[src/inc/psu_alert_pkg.sv]
// Constants and types for the supply alert and address strap logic
package psu_alert_pkg;

   // Event vector positions
   localparam int EVENT_COUNT   = 8;
   localparam int EV_TEMP_WARN  = 0;
   localparam int EV_GEN_FAIL   = 1;
   localparam int EV_OVER_CURR  = 2;
   localparam int EV_OVER_VOLT  = 3;
   localparam int EV_UNDER_VOLT = 4;
   localparam int EV_FAN_FAIL   = 5;
   localparam int EV_END_LIFE   = 6;
   localparam int EV_ENV_LIMIT  = 7;

   // Indicator colour codes
   localparam int            LED_W        = 2;
   localparam logic [LED_W-1:0] LED_CODE_OK = 2'h0;

   // Sense levels in millivolts
   localparam int            MV_W          = 12;
   localparam logic [MV_W-1:0] LOGIC0_MAX_MV = 12'h0320;   // 800 mV
   localparam logic [MV_W-1:0] LOGIC1_MIN_MV = 12'h07D0;   // 2000 mV
   localparam logic [MV_W-1:0] FULL_SCALE_MV = 12'h0CE4;   // 3300 mV
   localparam logic [MV_W-1:0] BAND_BASE_MV  = 12'h0320;   // 800 mV
   localparam logic [MV_W-1:0] BAND_STEP_MV  = 12'h00C8;   // 200 mV

   // Averaging window
   localparam int SAMPLE_COUNT   = 8;
   localparam int SAMPLE_SHIFT   = 3;
   localparam int SAMPLE_IDX_W   = 3;
   localparam int SUM_W          = MV_W + SAMPLE_SHIFT;
   localparam logic [SAMPLE_IDX_W-1:0] SAMPLE_LAST = 3'h7;

   // Sample period timing
   localparam int CLK_PERIOD_NS         = 20;
   localparam int SAMPLE_PERIOD_MIN_NS  = 900000;
   localparam int SAMPLE_PERIOD_MAX_NS  = 1100000;
   localparam int SAMPLE_PERIOD_NOM_NS  = 1000000;
   localparam int SAMPLE_CYCLES         = (SAMPLE_PERIOD_NOM_NS + CLK_PERIOD_NS - 1) / CLK_PERIOD_NS;
   localparam int PERIOD_CNT_W          = 17;

   // Address map
   localparam int            NUM_W         = 3;
   localparam logic [7:0]    BUS_ADDR_BASE = 8'hB0;
   localparam logic [7:0]    FRU_ADDR_BASE = 8'hA0;
   localparam logic [NUM_W-1:0] PSU_NUM_MAX = 3'h5;

   typedef enum logic [1:0] {
      ST_IDLE   = 2'b00,
      ST_SAMPLE = 2'b01,
      ST_DECODE = 2'b11,
      ST_LOCKED = 2'b10
   } addr_state_e;

   typedef enum logic {
      MODE_LOGIC  = 1'b0,
      MODE_ANALOG = 1'b1
   } addr_mode_e;

endpackage : psu_alert_pkg

[src/inc/sense_avg_if.sv]
// Link between the address controller and the sense averager
`timescale 1ns/10ps
`default_nettype none
interface sense_avg_if;
   logic                              start;
   logic                              sample_tick;
   logic [psu_alert_pkg::MV_W-1:0]    first_mv;
   logic [psu_alert_pkg::MV_W-1:0]    second_mv;
   logic [psu_alert_pkg::MV_W-1:0]    avg_first;
   logic [psu_alert_pkg::MV_W-1:0]    avg_second;
   logic                              avg_done;

   modport ctrl (output start, output sample_tick, output first_mv, output second_mv,
                 input avg_first, input avg_second, input avg_done);
   modport avg  (input start, input sample_tick, input first_mv, input second_mv,
                 output avg_first, output avg_second, output avg_done);
endinterface : sense_avg_if
`default_nettype wire

[src/rtl/sense_averager.sv]
// Eight-sample averager for the two address sense readings
`timescale 1ns/10ps
`default_nettype none
module sense_averager (
   // Clock and reset
   input  wire logic  clk,
   input  wire logic  rst,
   // Controller side
   sense_avg_if.avg   av
);

   logic [psu_alert_pkg::SUM_W-1:0]        sum_first_reg;
   logic [psu_alert_pkg::SUM_W-1:0]        sum_second_reg;
   logic [psu_alert_pkg::SAMPLE_IDX_W-1:0] idx_reg;
   logic [psu_alert_pkg::SUM_W-1:0]        sum_first_next;
   logic [psu_alert_pkg::SUM_W-1:0]        sum_second_next;

   assign sum_first_next  = sum_first_reg + psu_alert_pkg::SUM_W'(av.first_mv);
   assign sum_second_next = sum_second_reg + psu_alert_pkg::SUM_W'(av.second_mv);

   // Running sums, cleared at window start
   always_ff @(posedge clk or posedge rst) begin
      if (rst) begin
         sum_first_reg  <= '0;
         sum_second_reg <= '0;
         idx_reg        <= '0;
      end else if (av.start) begin
         sum_first_reg  <= '0;
         sum_second_reg <= '0;
         idx_reg        <= '0;
      end else if (av.sample_tick) begin
         sum_first_reg  <= sum_first_next;
         sum_second_reg <= sum_second_next;
         idx_reg        <= idx_reg + 3'h1;
      end
   end

   // Divide by eight is a plain shift of the final sum
   always_ff @(posedge clk or posedge rst) begin
      if (rst) begin
         av.avg_first  <= '0;
         av.avg_second <= '0;
         av.avg_done   <= 1'b0;
      end else begin
         av.avg_done <= 1'b0;
         if (!av.start && av.sample_tick && idx_reg == psu_alert_pkg::SAMPLE_LAST) begin
            av.avg_first  <= sum_first_next[psu_alert_pkg::SUM_W-1:psu_alert_pkg::SAMPLE_SHIFT];
            av.avg_second <= sum_second_next[psu_alert_pkg::SUM_W-1:psu_alert_pkg::SAMPLE_SHIFT];
            av.avg_done   <= 1'b1;
         end
      end
   end

endmodule : sense_averager
`default_nettype wire

[src/rtl/psu_address_alert_logic.sv]
// Supply alert output, input-good output and address strap decoding
`timescale 1ns/10ps
`default_nettype none
module psu_address_alert_logic #(
   parameter int unsigned SAMPLE_CYCLES = psu_alert_pkg::SAMPLE_CYCLES
) (
   // Clock and reset
   input  wire logic                                    clk,
   input  wire logic                                    rst,
   // Supply condition events
   input  wire logic [psu_alert_pkg::EVENT_COUNT-1:0]   event_active,
   input  wire logic                                    vin_in_range,
   // Stored configuration
   input  wire logic [psu_alert_pkg::EVENT_COUNT-1:0]   cfg_event_enable,
   input  wire logic [psu_alert_pkg::EVENT_COUNT-1:0]   cfg_event_critical,
   input  wire logic [psu_alert_pkg::LED_W-1:0]         cfg_critical_led,
   input  wire logic [psu_alert_pkg::LED_W-1:0]         cfg_warning_led,
   // Digitised address sense levels in millivolts
   input  wire logic [psu_alert_pkg::MV_W-1:0]          addr_sense_first,
   input  wire logic [psu_alert_pkg::MV_W-1:0]          addr_sense_second,
   // Alert pin, open drain
   output logic                                         fault_alert_n,
   output logic                                         fault_alert_oe,
   output logic [psu_alert_pkg::LED_W-1:0]              led_code,
   output logic                                         alert_critical,
   output logic                                         alert_warning,
   // Input voltage status
   output logic                                         input_voltage_good,
   // Address result
   output logic                                         addr_valid,
   output logic                                         addr_mode_analog,
   output logic [psu_alert_pkg::NUM_W-1:0]              psu_number,
   output logic [7:0]                                   bus_addr,
   output logic [7:0]                                   fru_addr,
   output logic                                         sideband_serial_link
);

   localparam logic [psu_alert_pkg::PERIOD_CNT_W-1:0] PERIOD_LAST =
      psu_alert_pkg::PERIOD_CNT_W'(SAMPLE_CYCLES - 1);

   // Logic level decode of one averaged reading
   function automatic logic level_is_one(input logic [psu_alert_pkg::MV_W-1:0] mv);
      level_is_one = (mv >= psu_alert_pkg::LOGIC1_MIN_MV);
   endfunction : level_is_one

   // Address from base plus twice the supply number
   function automatic logic [7:0] addr_of(input logic [7:0] base,
                                          input logic [psu_alert_pkg::NUM_W-1:0] num);
      addr_of = base + {4'h0, num, 1'b0};
   endfunction : addr_of

   // Analog band index, clipped to the last supply
   function automatic logic [psu_alert_pkg::NUM_W-1:0] band_of(input logic [psu_alert_pkg::MV_W-1:0] mv);
      logic [psu_alert_pkg::MV_W-1:0] off;
      logic [psu_alert_pkg::MV_W-1:0] q;
      off = mv - psu_alert_pkg::BAND_BASE_MV;
      q   = off / psu_alert_pkg::BAND_STEP_MV;
      if (q > psu_alert_pkg::MV_W'(psu_alert_pkg::PSU_NUM_MAX))
         band_of = psu_alert_pkg::PSU_NUM_MAX;
      else
         band_of = q[psu_alert_pkg::NUM_W-1:0];
   endfunction : band_of

   // Alert path
   logic [psu_alert_pkg::EVENT_COUNT-1:0] enabled_events;
   logic                                  any_critical;
   logic                                  any_warning;
   logic [psu_alert_pkg::LED_W-1:0]       led_next;

   // Every listed event, including end of life and environment, goes through the same mask
   assign enabled_events = event_active & cfg_event_enable;
   assign any_critical   = |(enabled_events & cfg_event_critical);
   assign any_warning    = |(enabled_events & ~cfg_event_critical);

   // Critical colour outranks warning colour
   always_comb begin
      if (any_critical)
         led_next = cfg_critical_led;
      else if (any_warning)
         led_next = cfg_warning_led;
      else
         led_next = psu_alert_pkg::LED_CODE_OK;
   end

   // Pin and colour registered together so they move on one edge
   always_ff @(posedge clk or posedge rst) begin
      if (rst) begin
         fault_alert_n  <= 1'b1;
         fault_alert_oe <= 1'b0;
         led_code       <= psu_alert_pkg::LED_CODE_OK;
         alert_critical <= 1'b0;
         alert_warning  <= 1'b0;
      end else begin
         fault_alert_n  <= !(any_critical | any_warning);
         fault_alert_oe <= any_critical | any_warning;
         led_code       <= led_next;
         alert_critical <= any_critical;
         alert_warning  <= any_warning;
      end
   end

   // Input voltage good
   always_ff @(posedge clk or posedge rst) begin
      if (rst)
         input_voltage_good <= 1'b0;
      else
         input_voltage_good <= vin_in_range;
   end

   // Address sensing
   sense_avg_if av ();

   psu_alert_pkg::addr_state_e             state_reg;
   psu_alert_pkg::addr_state_e             state_next;
   logic [psu_alert_pkg::PERIOD_CNT_W-1:0] period_reg;
   logic                                   tick_reg;
   logic [psu_alert_pkg::MV_W-1:0]         avg_first_reg;
   logic [psu_alert_pkg::MV_W-1:0]         avg_second_reg;
   logic                                   first_is_zero;
   logic                                   first_is_one;
   logic                                   analog_sel;
   logic [psu_alert_pkg::NUM_W-1:0]        num_sel;

   sense_averager u_avg (
      .clk (clk),
      .rst (rst),
      .av  (av.avg)
   );

   assign av.start     = (state_reg == psu_alert_pkg::ST_IDLE);
   assign av.sample_tick = tick_reg;
   assign av.first_mv  = addr_sense_first;
   assign av.second_mv = addr_sense_second;

   // Sequencer
   always_comb begin
      state_next = state_reg;
      case (state_reg)
         psu_alert_pkg::ST_IDLE:   state_next = psu_alert_pkg::ST_SAMPLE;
         psu_alert_pkg::ST_SAMPLE: if (av.avg_done) state_next = psu_alert_pkg::ST_DECODE;
         psu_alert_pkg::ST_DECODE: state_next = psu_alert_pkg::ST_LOCKED;
         psu_alert_pkg::ST_LOCKED: state_next = psu_alert_pkg::ST_LOCKED;
         default:                  state_next = psu_alert_pkg::ST_IDLE;
      endcase
   end

   always_ff @(posedge clk or posedge rst) begin
      if (rst)
         state_reg <= psu_alert_pkg::ST_IDLE;
      else
         state_reg <= state_next;
   end

   // One sample each full period; the first waits a period so the strap can settle
   always_ff @(posedge clk or posedge rst) begin
      if (rst) begin
         period_reg <= '0;
         tick_reg   <= 1'b0;
      end else if (state_reg != psu_alert_pkg::ST_SAMPLE) begin
         period_reg <= '0;
         tick_reg   <= 1'b0;
      end else if (period_reg == PERIOD_LAST) begin
         period_reg <= '0;
         tick_reg   <= 1'b1;
      end else begin
         period_reg <= period_reg + 17'h0_0001;
         tick_reg   <= 1'b0;
      end
   end

   // Capture the window result
   always_ff @(posedge clk or posedge rst) begin
      if (rst) begin
         avg_first_reg  <= '0;
         avg_second_reg <= '0;
      end else if (av.avg_done) begin
         avg_first_reg  <= av.avg_first;
         avg_second_reg <= av.avg_second;
      end
   end

   // Mode choice: the gap between logic ranges is the analog region
   assign first_is_zero = (avg_first_reg <= psu_alert_pkg::LOGIC0_MAX_MV);
   assign first_is_one  = level_is_one(avg_first_reg);
   assign analog_sel    = !first_is_zero && !first_is_one;

   // A second reading in the gap counts as zero; the strap is out of range anyway
   always_comb begin
      if (analog_sel)
         num_sel = band_of(avg_first_reg);
      else
         num_sel = {1'b0, level_is_one(avg_second_reg), first_is_one};
   end

   // Latched once; no address answers before this
   always_ff @(posedge clk or posedge rst) begin
      if (rst) begin
         addr_valid           <= 1'b0;
         addr_mode_analog     <= 1'b0;
         psu_number           <= '0;
         bus_addr             <= '0;
         fru_addr             <= '0;
         sideband_serial_link <= 1'b0;
      end else if (state_reg == psu_alert_pkg::ST_DECODE) begin
         addr_valid           <= 1'b1;
         addr_mode_analog     <= analog_sel;
         psu_number           <= num_sel;
         bus_addr             <= addr_of(psu_alert_pkg::BUS_ADDR_BASE, num_sel);
         fru_addr             <= addr_of(psu_alert_pkg::FRU_ADDR_BASE, num_sel);
         sideband_serial_link <= analog_sel;
      end
   end

endmodule : psu_address_alert_logic
`default_nettype wire

[config.mk]
export PLATFORM = sky130hd
export DESIGN_NAME = psu_address_alert_logic
export DESIGN_NICKNAME = d
export VERILOG_FILES = /design/src/inc/psu_alert_pkg.sv /design/src/inc/sense_avg_if.sv /design/src/rtl/sense_averager.sv /design/src/rtl/psu_address_alert_logic.sv
export SDC_FILE = /design/constraint.sdc
export NUM_CORES = 1
export LEC_CHECK = 0
export ABC_AREA = 1
export BUFFER_PORTS_ARGS = -buffer_cell sky130_fd_sc_hd__buf_2
export CORE_MARGIN = 2
export CORE_UTILIZATION = 60
export CTS_CLUSTER_DIAMETER = 50
export DETAILED_ROUTE_END_ITERATION = 8
export PLACE_DENSITY = 0.9
export SLEW_MARGIN = 20
export SYNTH_ARGS = -nofsm -noshare
export SYNTH_HDL_FRONTEND = slang
export SYNTH_SLANG_ARGS = --single-unit
[constraint.sdc]
create_clock -name clk -period 4.8 [get_ports clk]
set_input_delay 0 -clock clk [delete_from_list [all_inputs] [get_ports clk]]
set_output_delay 0 -clock clk [all_outputs]
set_load 0.05 [all_outputs]
==> summary.md, run 1 <==
| Metric | Value |
|---|---|
| Status | `complete, no violations` |
| Critical Path Sink | `psu_number[0]` |
| Setup TNS | `0 ns` |
| Setup bufs post-CTS | `0` |
| Number of synthesized flops with an enable pin | `0` |
| Worst setup startpoint | `avg_first_reg[5]` |
| Multi-input logic area | `roughly 0.0028 sq mm` |
| Longest Clk Path Bufs | `2` |
| Fmax | `0.2962 GHz` |
| Final hold violations | `0` |
| DR DRC count | `0` |
| Setup-failing EPs final | `0` |
| Vias in the first global route | `a little over 5,000` |
| Reg-to-reg startpoint | `avg_first_reg[5]` |
| Max reg flops | `17` |
| Die W | `104.4 um` |
| Port Buf Inserts | `between 70 and 80` |
| Core area | `around 0.01 sq mm` |
| Worst-Skew Late Latency | `0.36 ns` |
| DR vias | `between 5,000 and 6,000` |
| # nets final | `slightly above 900` |
| Routed wire per std cell | `between 10 and 15 um` |
| First-pass GRT wire length | `22,360 um` |
| CTS clk-pin slew, worst paths | `0.10 ns` |
| Largest net degree at the start of global routing | `76` |
| CTS Root Cell | `clkbuf_8` |
| Max Cap Viol | `0` |
| Unrepaired setup endpoints after global routing | `no` |
| Worst-path fanout max | `8` |
| Antenna violations before repair | `0` |
| Drt via density | `5.429` |
| Slew margin rel. | `0.3996` |
| Worst setup EP type | `flop` |
| Most common cell after layout, fill and taps aside | `nand2_1` |
| Starting Density | `0.6189` |
| Reg2reg path depth | `27` |
| Final slew viol count | `0` |
| Inserted Clock Buffers | `9` |
| Ant. Diodes | `0` |
| Setup slack, reg-to-reg | `about 1.4 ns` |
| R2r endpoint | `psu_number[0]` |
| Post-synthesis sequential element count | `~110` |
| Arrival @ worst endpoint | `between 3 and 4 ns` |
| Post-synthesis async set-or-reset flop share | `1.000` |
| Worst hold start | `addr_sense_second[1]` |
| Row count | `36` |
| Peak VDD IR | `around 0.15 mV` |
| Non-filler instance count after layout | `approximately 970` |
| H-tree Lvls | `3` |
| DP HPWL | `8726 um` |
| Post-Synthesis Cells | `754` |
| CTS tree | `yes` |
| Hold Path Class | `primary input to flop` |
| Height of the die | `104.4 um` |
| Synth cell types | `40` |
| Starting DRT DRC Count | `404` |
| Crit path kind | `flop to flop` |
| Design area | `0.006795 sq mm` |
| Syn avg cell area | `between 8 and 9 sq um` |
| Die Area | `0.01090 sq mm` |
| Worst-Margin Slew | `~0.90 ns` |
| GRT Total Usage | `0.2470` |
| Min Tclk post-route | `between 3 and 4 ns` |
| Drt total wl | `between 10,000 and 15,000 um` |
| Commonest non-fill, non-tap cells in the layout | `nand2_1, inv_1, dfrtp_1` |
| Final antenna-violating net count | `0` |
| Share of layout cells above drive strength 1 | `0.1599` |
| Yosys Warn Count | `0` |
| Cell Pwr Density | `~250 mW/mm^2` |
| Critical path required time | `5.10 ns` |
| TritonCTS Sinks | `~110` |
| Fillers | `678` |
| First drt pass iteration count | `7` |
| # IOs | `84` |
| Register area | `0.002654 sq mm` |
| Sequential-to-total area share from yosys stat | `0.4387` |
| Total grt overflow | `0` |
| Hold Worst Slack | `0.05100 ns` |
| Synth Flop Type | `dfrtp_1` |
| Routability cong. | `0.8503` |
| Placed insts | `939` |
| Area post-placement | `approximately 0.0065 sq mm` |
| Clk_skew | `0.01457 ns` |
| CP startpoint kind | `flop` |
| Synth-to-layout area growth | `12.33%` |
| Synthesized cell area | `about 0.006 sq mm` |
| Leak | `3.546 nW` |
| Tcrit/Tclk final | `0.7033` |
==> per-stage QoR <==
step	total power [W]	utilization	worst slack (ns)
2_1_floorplan	0.0009968	-	1.851
3_3_place_gp	0.001034	0.6608	1.618
3_5_place_dp	0.001038	0.6608	1.456
4_1_cts	0.001664	0.6950	1.429
5_1_grt	0.001715	0.6952	0.9500
6_report	0.001665	0.6952	1.424
==> logic make-up (layout without fill, tap and decap cells) <==
| logic type | after synthesis | after routing | share of synthesized area |
|---|---|---|---|
| buffers and inverters | 148 | 222 | 0.1024 |
| XOR/XNOR | 29 | 29 | 0.04198 |
| AND/OR/NAND/NOR | 296 | 296 | 0.2170 |
| flip-flops | 106 | 106 | 0.4387 |
| AO/OA/AOI/OAI | 144 | 144 | 0.1348 |
| other | 1 | 5 | 0.0006199 |
| adder cells (fa/ha/maj) | 30 | 30 | 0.06453 |
==> where the power goes <==
part	leakage (nW)	internal [W]	switching, W	total [W]
Combinational	2.09	0.0000435	0.0000866	0.000130
Sequential	1.34	0.000899	0.00000219	0.000901
Clock	0.115	0.000315	0.000319	0.000634
Total	3.55	0.00126	0.000408	0.00167
==> routing by layer <==
layer | part of all wire | GRT usage | up-vias | wire (um)
met5 | 0 | 0 | - | 0
met4 | 0.016 | 0.07819 | 0 | 214
met3 | 0.053 | 0.04950 | 24 | 691
met2 | 0.50 | 0.4407 | 180 | 6507
met1 | 0.43 | 0.2995 | 2457 | 5603
li1 | - | - | 2578 | -
==> worst min-delay path by stage <==
stage	to	slack, ns	depth (start not counted)
after global routing	u_avg.sum_first_reg[1]	0.04	4
after floorplan	input_voltage_good	0.03	0
final	u_avg.sum_second_reg[1]	0.05	4
after global placement	period_reg[10]	0.02	2
after CTS	u_avg.sum_second_reg[1]	0.04	4
after detailed placement	period_reg[12]	0.04	2
==> synthesized netlist by cell type (5+ instances only) <==
library cell | count | share of area
ha_1 | 28 | 0.058
o21ai_0 | 57 | 0.047
clkbuf_1 | 15 | 0.0093
a21oi_1 | 33 | 0.027
buf_4 | 17 | 0.021
nand2_1 | 165 | 0.10
nor4_1 | 5 | 0.0052
nor2_2 | 5 | 0.0052
nor3_1 | 8 | 0.0066
o21bai_1 | 11 | 0.014
nand2_2 | 14 | 0.014
dfrtp_1 | 105 | 0.43
xnor2_1 | 6 | 0.0087
o22ai_1 | 29 | 0.030
inv_1 | 111 | 0.069
xor2_1 | 23 | 0.033
nand3_1 | 37 | 0.031
nand4_1 | 8 | 0.0083
nor2_1 | 43 | 0.027
==> timing repair <==
item | 4_1_cts | 5_1_grt
gates resized for setup | 0 | 0
hold endpoints to repair | 37 | 0
hold buffers | 10 | 0
==> critical path: stages (launching register included) <==
cell and delay [ns]:
dfrtp_1 0.46, inv_2 0.12, ha_1 0.26, nor2_2 0.12
nand2_1 0.06, nand2_1 0.10, nand2_1 0.09, nand2_2 0.07
nand3_2 0.10, o21bai_1 0.25, nor2_1 0.10, nand2_2 0.09
nand2_2 0.08, nand2_1 0.14, nand4_2 0.13, nand2_2 0.14
nand3_1 0.12, nand2_2 0.13, nand3_2 0.09, nand2_2 0.12
nand2_4 0.08, nand2_1 0.07, nand2_1 0.05, nor2_1 0.09
nand2_1 0.05, nand2_1 0.05, nand2_1 0.05, a21oi_2 0.10
==> final cells by class <==
cell class,count,area share
sequential,106,0.3905
clock buffer,10,0.02025
clock inverter,6,0.01418
multi-input combinational,504,0.4117
timing repair buffer,90,0.07439
inverter,116,0.06444
tap,133,0.02449
No activity file was read; power rests on OpenSTA's default activity.
==> run 2, diff against run 1 <==
--- a/config.mk
+++ b/config.mk
@@ -8,10 +8,10 @@
 export ABC_AREA = 1
 export BUFFER_PORTS_ARGS = -buffer_cell sky130_fd_sc_hd__buf_2
 export CORE_MARGIN = 2
-export CORE_UTILIZATION = 60
+export CORE_UTILIZATION = 58
 export CTS_CLUSTER_DIAMETER = 50
 export DETAILED_ROUTE_END_ITERATION = 8
-export PLACE_DENSITY = 0.9
+export PLACE_DENSITY = 0.87
 export SLEW_MARGIN = 20
 export SYNTH_ARGS = -nofsm -noshare
 export SYNTH_HDL_FRONTEND = slang
==> constraint.sdc (replaced) <==
create_clock -name clk -period 3.4 [get_ports clk]
set_input_delay 0 -clock clk [delete_from_list [all_inputs] [get_ports clk]]
set_output_delay 0 -clock clk [all_outputs]
set_load 0.05 [all_outputs]
==> summary.md, run 2 (synthesized netlist as in run 1, its figures left out) <==
| Metric | Value |
|---|---|
| Setup-failing EPs final | `0 (unchanged)` |
| Critical path required time | `3.71 ns (was 5.10 ns)` |
| Pint | `0.001769 W (was 0.001257 W)` |
| DR vias | `5,302 (was 5,239)` |
| First-pass GRT wire length | `22,220 um (was 22,360 um)` |
| Min Tclk post-route | `3.167 ns (was 3.376 ns)` |
| Longest Clk Path Bufs | `2 (unchanged)` |
| # nets final | `921 (was 912)` |
| Register area | `0.002655 sq mm (was 0.002654 sq mm)` |
| Worst-Margin Slew | `0.9192 ns (was 0.9007 ns)` |
| Hold Path Class | `primary input to flop (unchanged)` |
| Cell Pwr Density | `336.1 mW/mm^2 (was 245.1 mW/mm^2)` |
| Die Area | `0.01126 sq mm (was 0.01090 sq mm)` |
| Seq pwr share | `0.545 (was 0.541)` |
| Status | `complete, no violations (unchanged)` |
| Drt via density | `5.427 (was 5.429)` |
| CP max stage cell | `dfrtp_2 (was dfrtp_1)` |
| Antenna violations before repair | `0 (unchanged)` |
| Placed insts | `946 (was 939)` |
| # IOs | `84 (unchanged)` |
| CTS tree | `yes (unchanged)` |
| Worst-path fanout max | `8 (unchanged)` |
| Vias in the first global route | `5,129 (was 5,176)` |
| Fmax | `0.3158 GHz (was 0.2962 GHz)` |
| Synth-to-layout area growth | `14.77% (was 12.33%)` |
| TritonCTS Sinks | `106 (unchanged)` |
| Largest net degree at the start of global routing | `69 (was 76)` |
| Commonest non-fill, non-tap cells in the layout | `nand2_1, inv_1, dfrtp_1 (unchanged)` |
| Final hold violations | `0 (unchanged)` |
| Critical path's most frequent cell | `nand2_1 (unchanged)` |
| Worst setup EP type | `flop (unchanged)` |
| Ant. Diodes | `0 (unchanged)` |
| Comb power frac | `0.078 (about the same)` |
| Starting DRT DRC Count | `253 (was 404)` |
| First drt pass iteration count | `6 (was 7)` |
| Final antenna-violating net count | `0 (unchanged)` |
| Max Cap Viol | `0 (unchanged)` |
| Final slew viol count | `0 (unchanged)` |
| CP startpoint kind | `flop (unchanged)` |
| CTS Root Cell | `clkbuf_8 (unchanged)` |
| Clk network pwr share | `0.377 (was 0.381)` |
| Tcrit/Tclk final | `0.9314 (was 0.7033)` |
| Net Sw Power | `0.0005639 W (was 0.0004081 W)` |
| Bufs and invs on worst path | `1 (unchanged)` |
| Slew margin rel. | `0.3872 (was 0.3996)` |
| Hold Worst Slack | `0.01959 ns (was 0.05100 ns)` |
| Total grt overflow | `0 (unchanged)` |
| Inserted Clock Buffers | `9 (unchanged)` |
| Routed wire per std cell | `13.28 um (was 13.49 um)` |
| Starting Density | `0.5913 (was 0.6189)` |
| Row count | `37 (was 36)` |
| Leak | `3.598 nW (was 3.546 nW)` |
| Arrival @ worst endpoint | `3.48 ns (was 3.68 ns)` |
| Fillers | `782 (was 678)` |
| Worst path max stage delay | `0.42 ns (was 0.46 ns)` |
| Worst-Skew Late Latency | `0.38 ns (was 0.36 ns)` |
| Unrepaired setup endpoints after global routing | `yes (was no)` |
| CTS clk-pin slew, worst paths | `0.10 ns (about the same)` |
| Multi-input logic area | `0.002880 sq mm (was 0.002798 sq mm)` |
| Peak VDD IR | `0.2471 mV (was 0.1547 mV)` |
| Die W | `106.1 um (was 104.4 um)` |
| Clk_skew | `0.01023 ns (was 0.01457 ns)` |
| GRT Total Usage | `0.2397 (was 0.2470)` |
| Drt total wl | `12,970 um (was 13,020 um)` |
| Utilization after layout | `0.6786 (was 0.6952)` |
| Non-filler instance count after layout | `977 (was 965)` |
| Sw Ratio | `0.2417 (was 0.2451)` |
| Height of the die | `106.1 um (was 104.4 um)` |
| H-tree Lvls | `3 (unchanged)` |
| Port Buf Inserts | `78 (unchanged)` |
| Max reg flops | `17 (unchanged)` |
| Most common cell after layout, fill and taps aside | `nand2_1 (unchanged)` |
| Crit path kind | `flop to flop (unchanged)` |
| CP delay by family, top | `simple AND/OR/NAND/NOR gates (unchanged)` |
| Core area | `0.01023 sq mm (was 0.009774 sq mm)` |
| Routability cong. | `0.8443 (was 0.8503)` |
| DR DRC count | `0 (unchanged)` |
| Share of layout cells above drive strength 1 | `0.1784 (was 0.1599)` |
| DP HPWL | `8995 um (was 8726 um)` |
## run 2: cell count changes in the layout (fill, tap and decap cells not counted), moves of 2 or more
cell,previous run,this run
nand2_4,2,6
nor2_1,43,40
nor2_4,1,5
nand2_2,15,11
nand3_2,3,1
o21ai_1,2,4
nand3_4,0,2
buf_4,2,12
o21ai_0,57,54
## run 2: cell type report
| cell class | instances | share of cell area |
|---|---|---|
| Multi-Input combinational cell | 504 | 0.4148 |
| Tap cell | 136 | 0.02451 |
| Clock inverter | 5 | 0.01225 |
| Timing Repair Buffer | 99 | 0.08218 |
| Clock buffer | 11 | 0.02036 |
| Inverter | 116 | 0.06343 |
| Sequential cell | 106 | 0.3824 |
## run 2: worst paths after layout
kind,cells past startpoint,slack [ns],endpoint,startpoint
min in group asynchronous,3,0.33,period_reg[10],rst
worst min-delay path,5,0.02,alert_warning,event_active[5]
max in group asynchronous,4,2.24,avg_first_reg[5],rst
worst max register to register,27,0.23,psu_number[0],avg_first_reg[5]
worst max-delay path,27,0.23,psu_number[0],avg_first_reg[5]
worst min register to register,1,0.47,period_reg[0],period_reg[0]
## run 2: power by group through the flow
stage | sequential (W) | clock [W] | combinational (W)
finish | 0.00127 | 0.000880 | 0.000182
global placement | 0.00130 | 0 | 0.000166
detailed placement | 0.00130 | 0 | 0.000170
floorplan | 0.00133 | 0 | 0.0000798
CTS | 0.00127 | 0.000886 | 0.000182
global route | 0.00127 | 0.000930 | 0.000201
## run 2: metal layers
layer / vias to the layer above / part of all wire / global-route usage
met5: - / 0 / 0
met4: 0 / 0.017 / 0.07989
met3: 26 / 0.055 / 0.04047
met2: 194 / 0.51 / 0.4203
met1: 2474 / 0.42 / 0.3013
li1: 2608 / - / -
## run 2: repair_timing
action | in CTS | in global routing
buffers inserted | 0 | 6
resized for setup | 0 | 24
endpoints found under the hold margin | 72 | 0
endpoints found under the setup margin | 0 | 5
hold buffers | 9 | 0
## run 2: tightest hold or removal path, stage by stage
cell and delay, ns:
buf_2 0.09, a31oi_1 0.07, inv_1 0.05, nor4_1 0.04, inv_1 0.09
## run 2: through the flow
step	TNS [ns]	total power, W	cell area (sq um)	setup WS, ns
after floorplan	0	0.001407	6065	0.4510
after global placement	0	0.001461	6492	0.2088
after detailed placement	0	0.001466	6492	0.05848
after CTS	0	0.002340	6809	0.04461
after global routing	-0.1119	0.002403	6943	-0.1119
final	0	0.002333	6943	0.2332
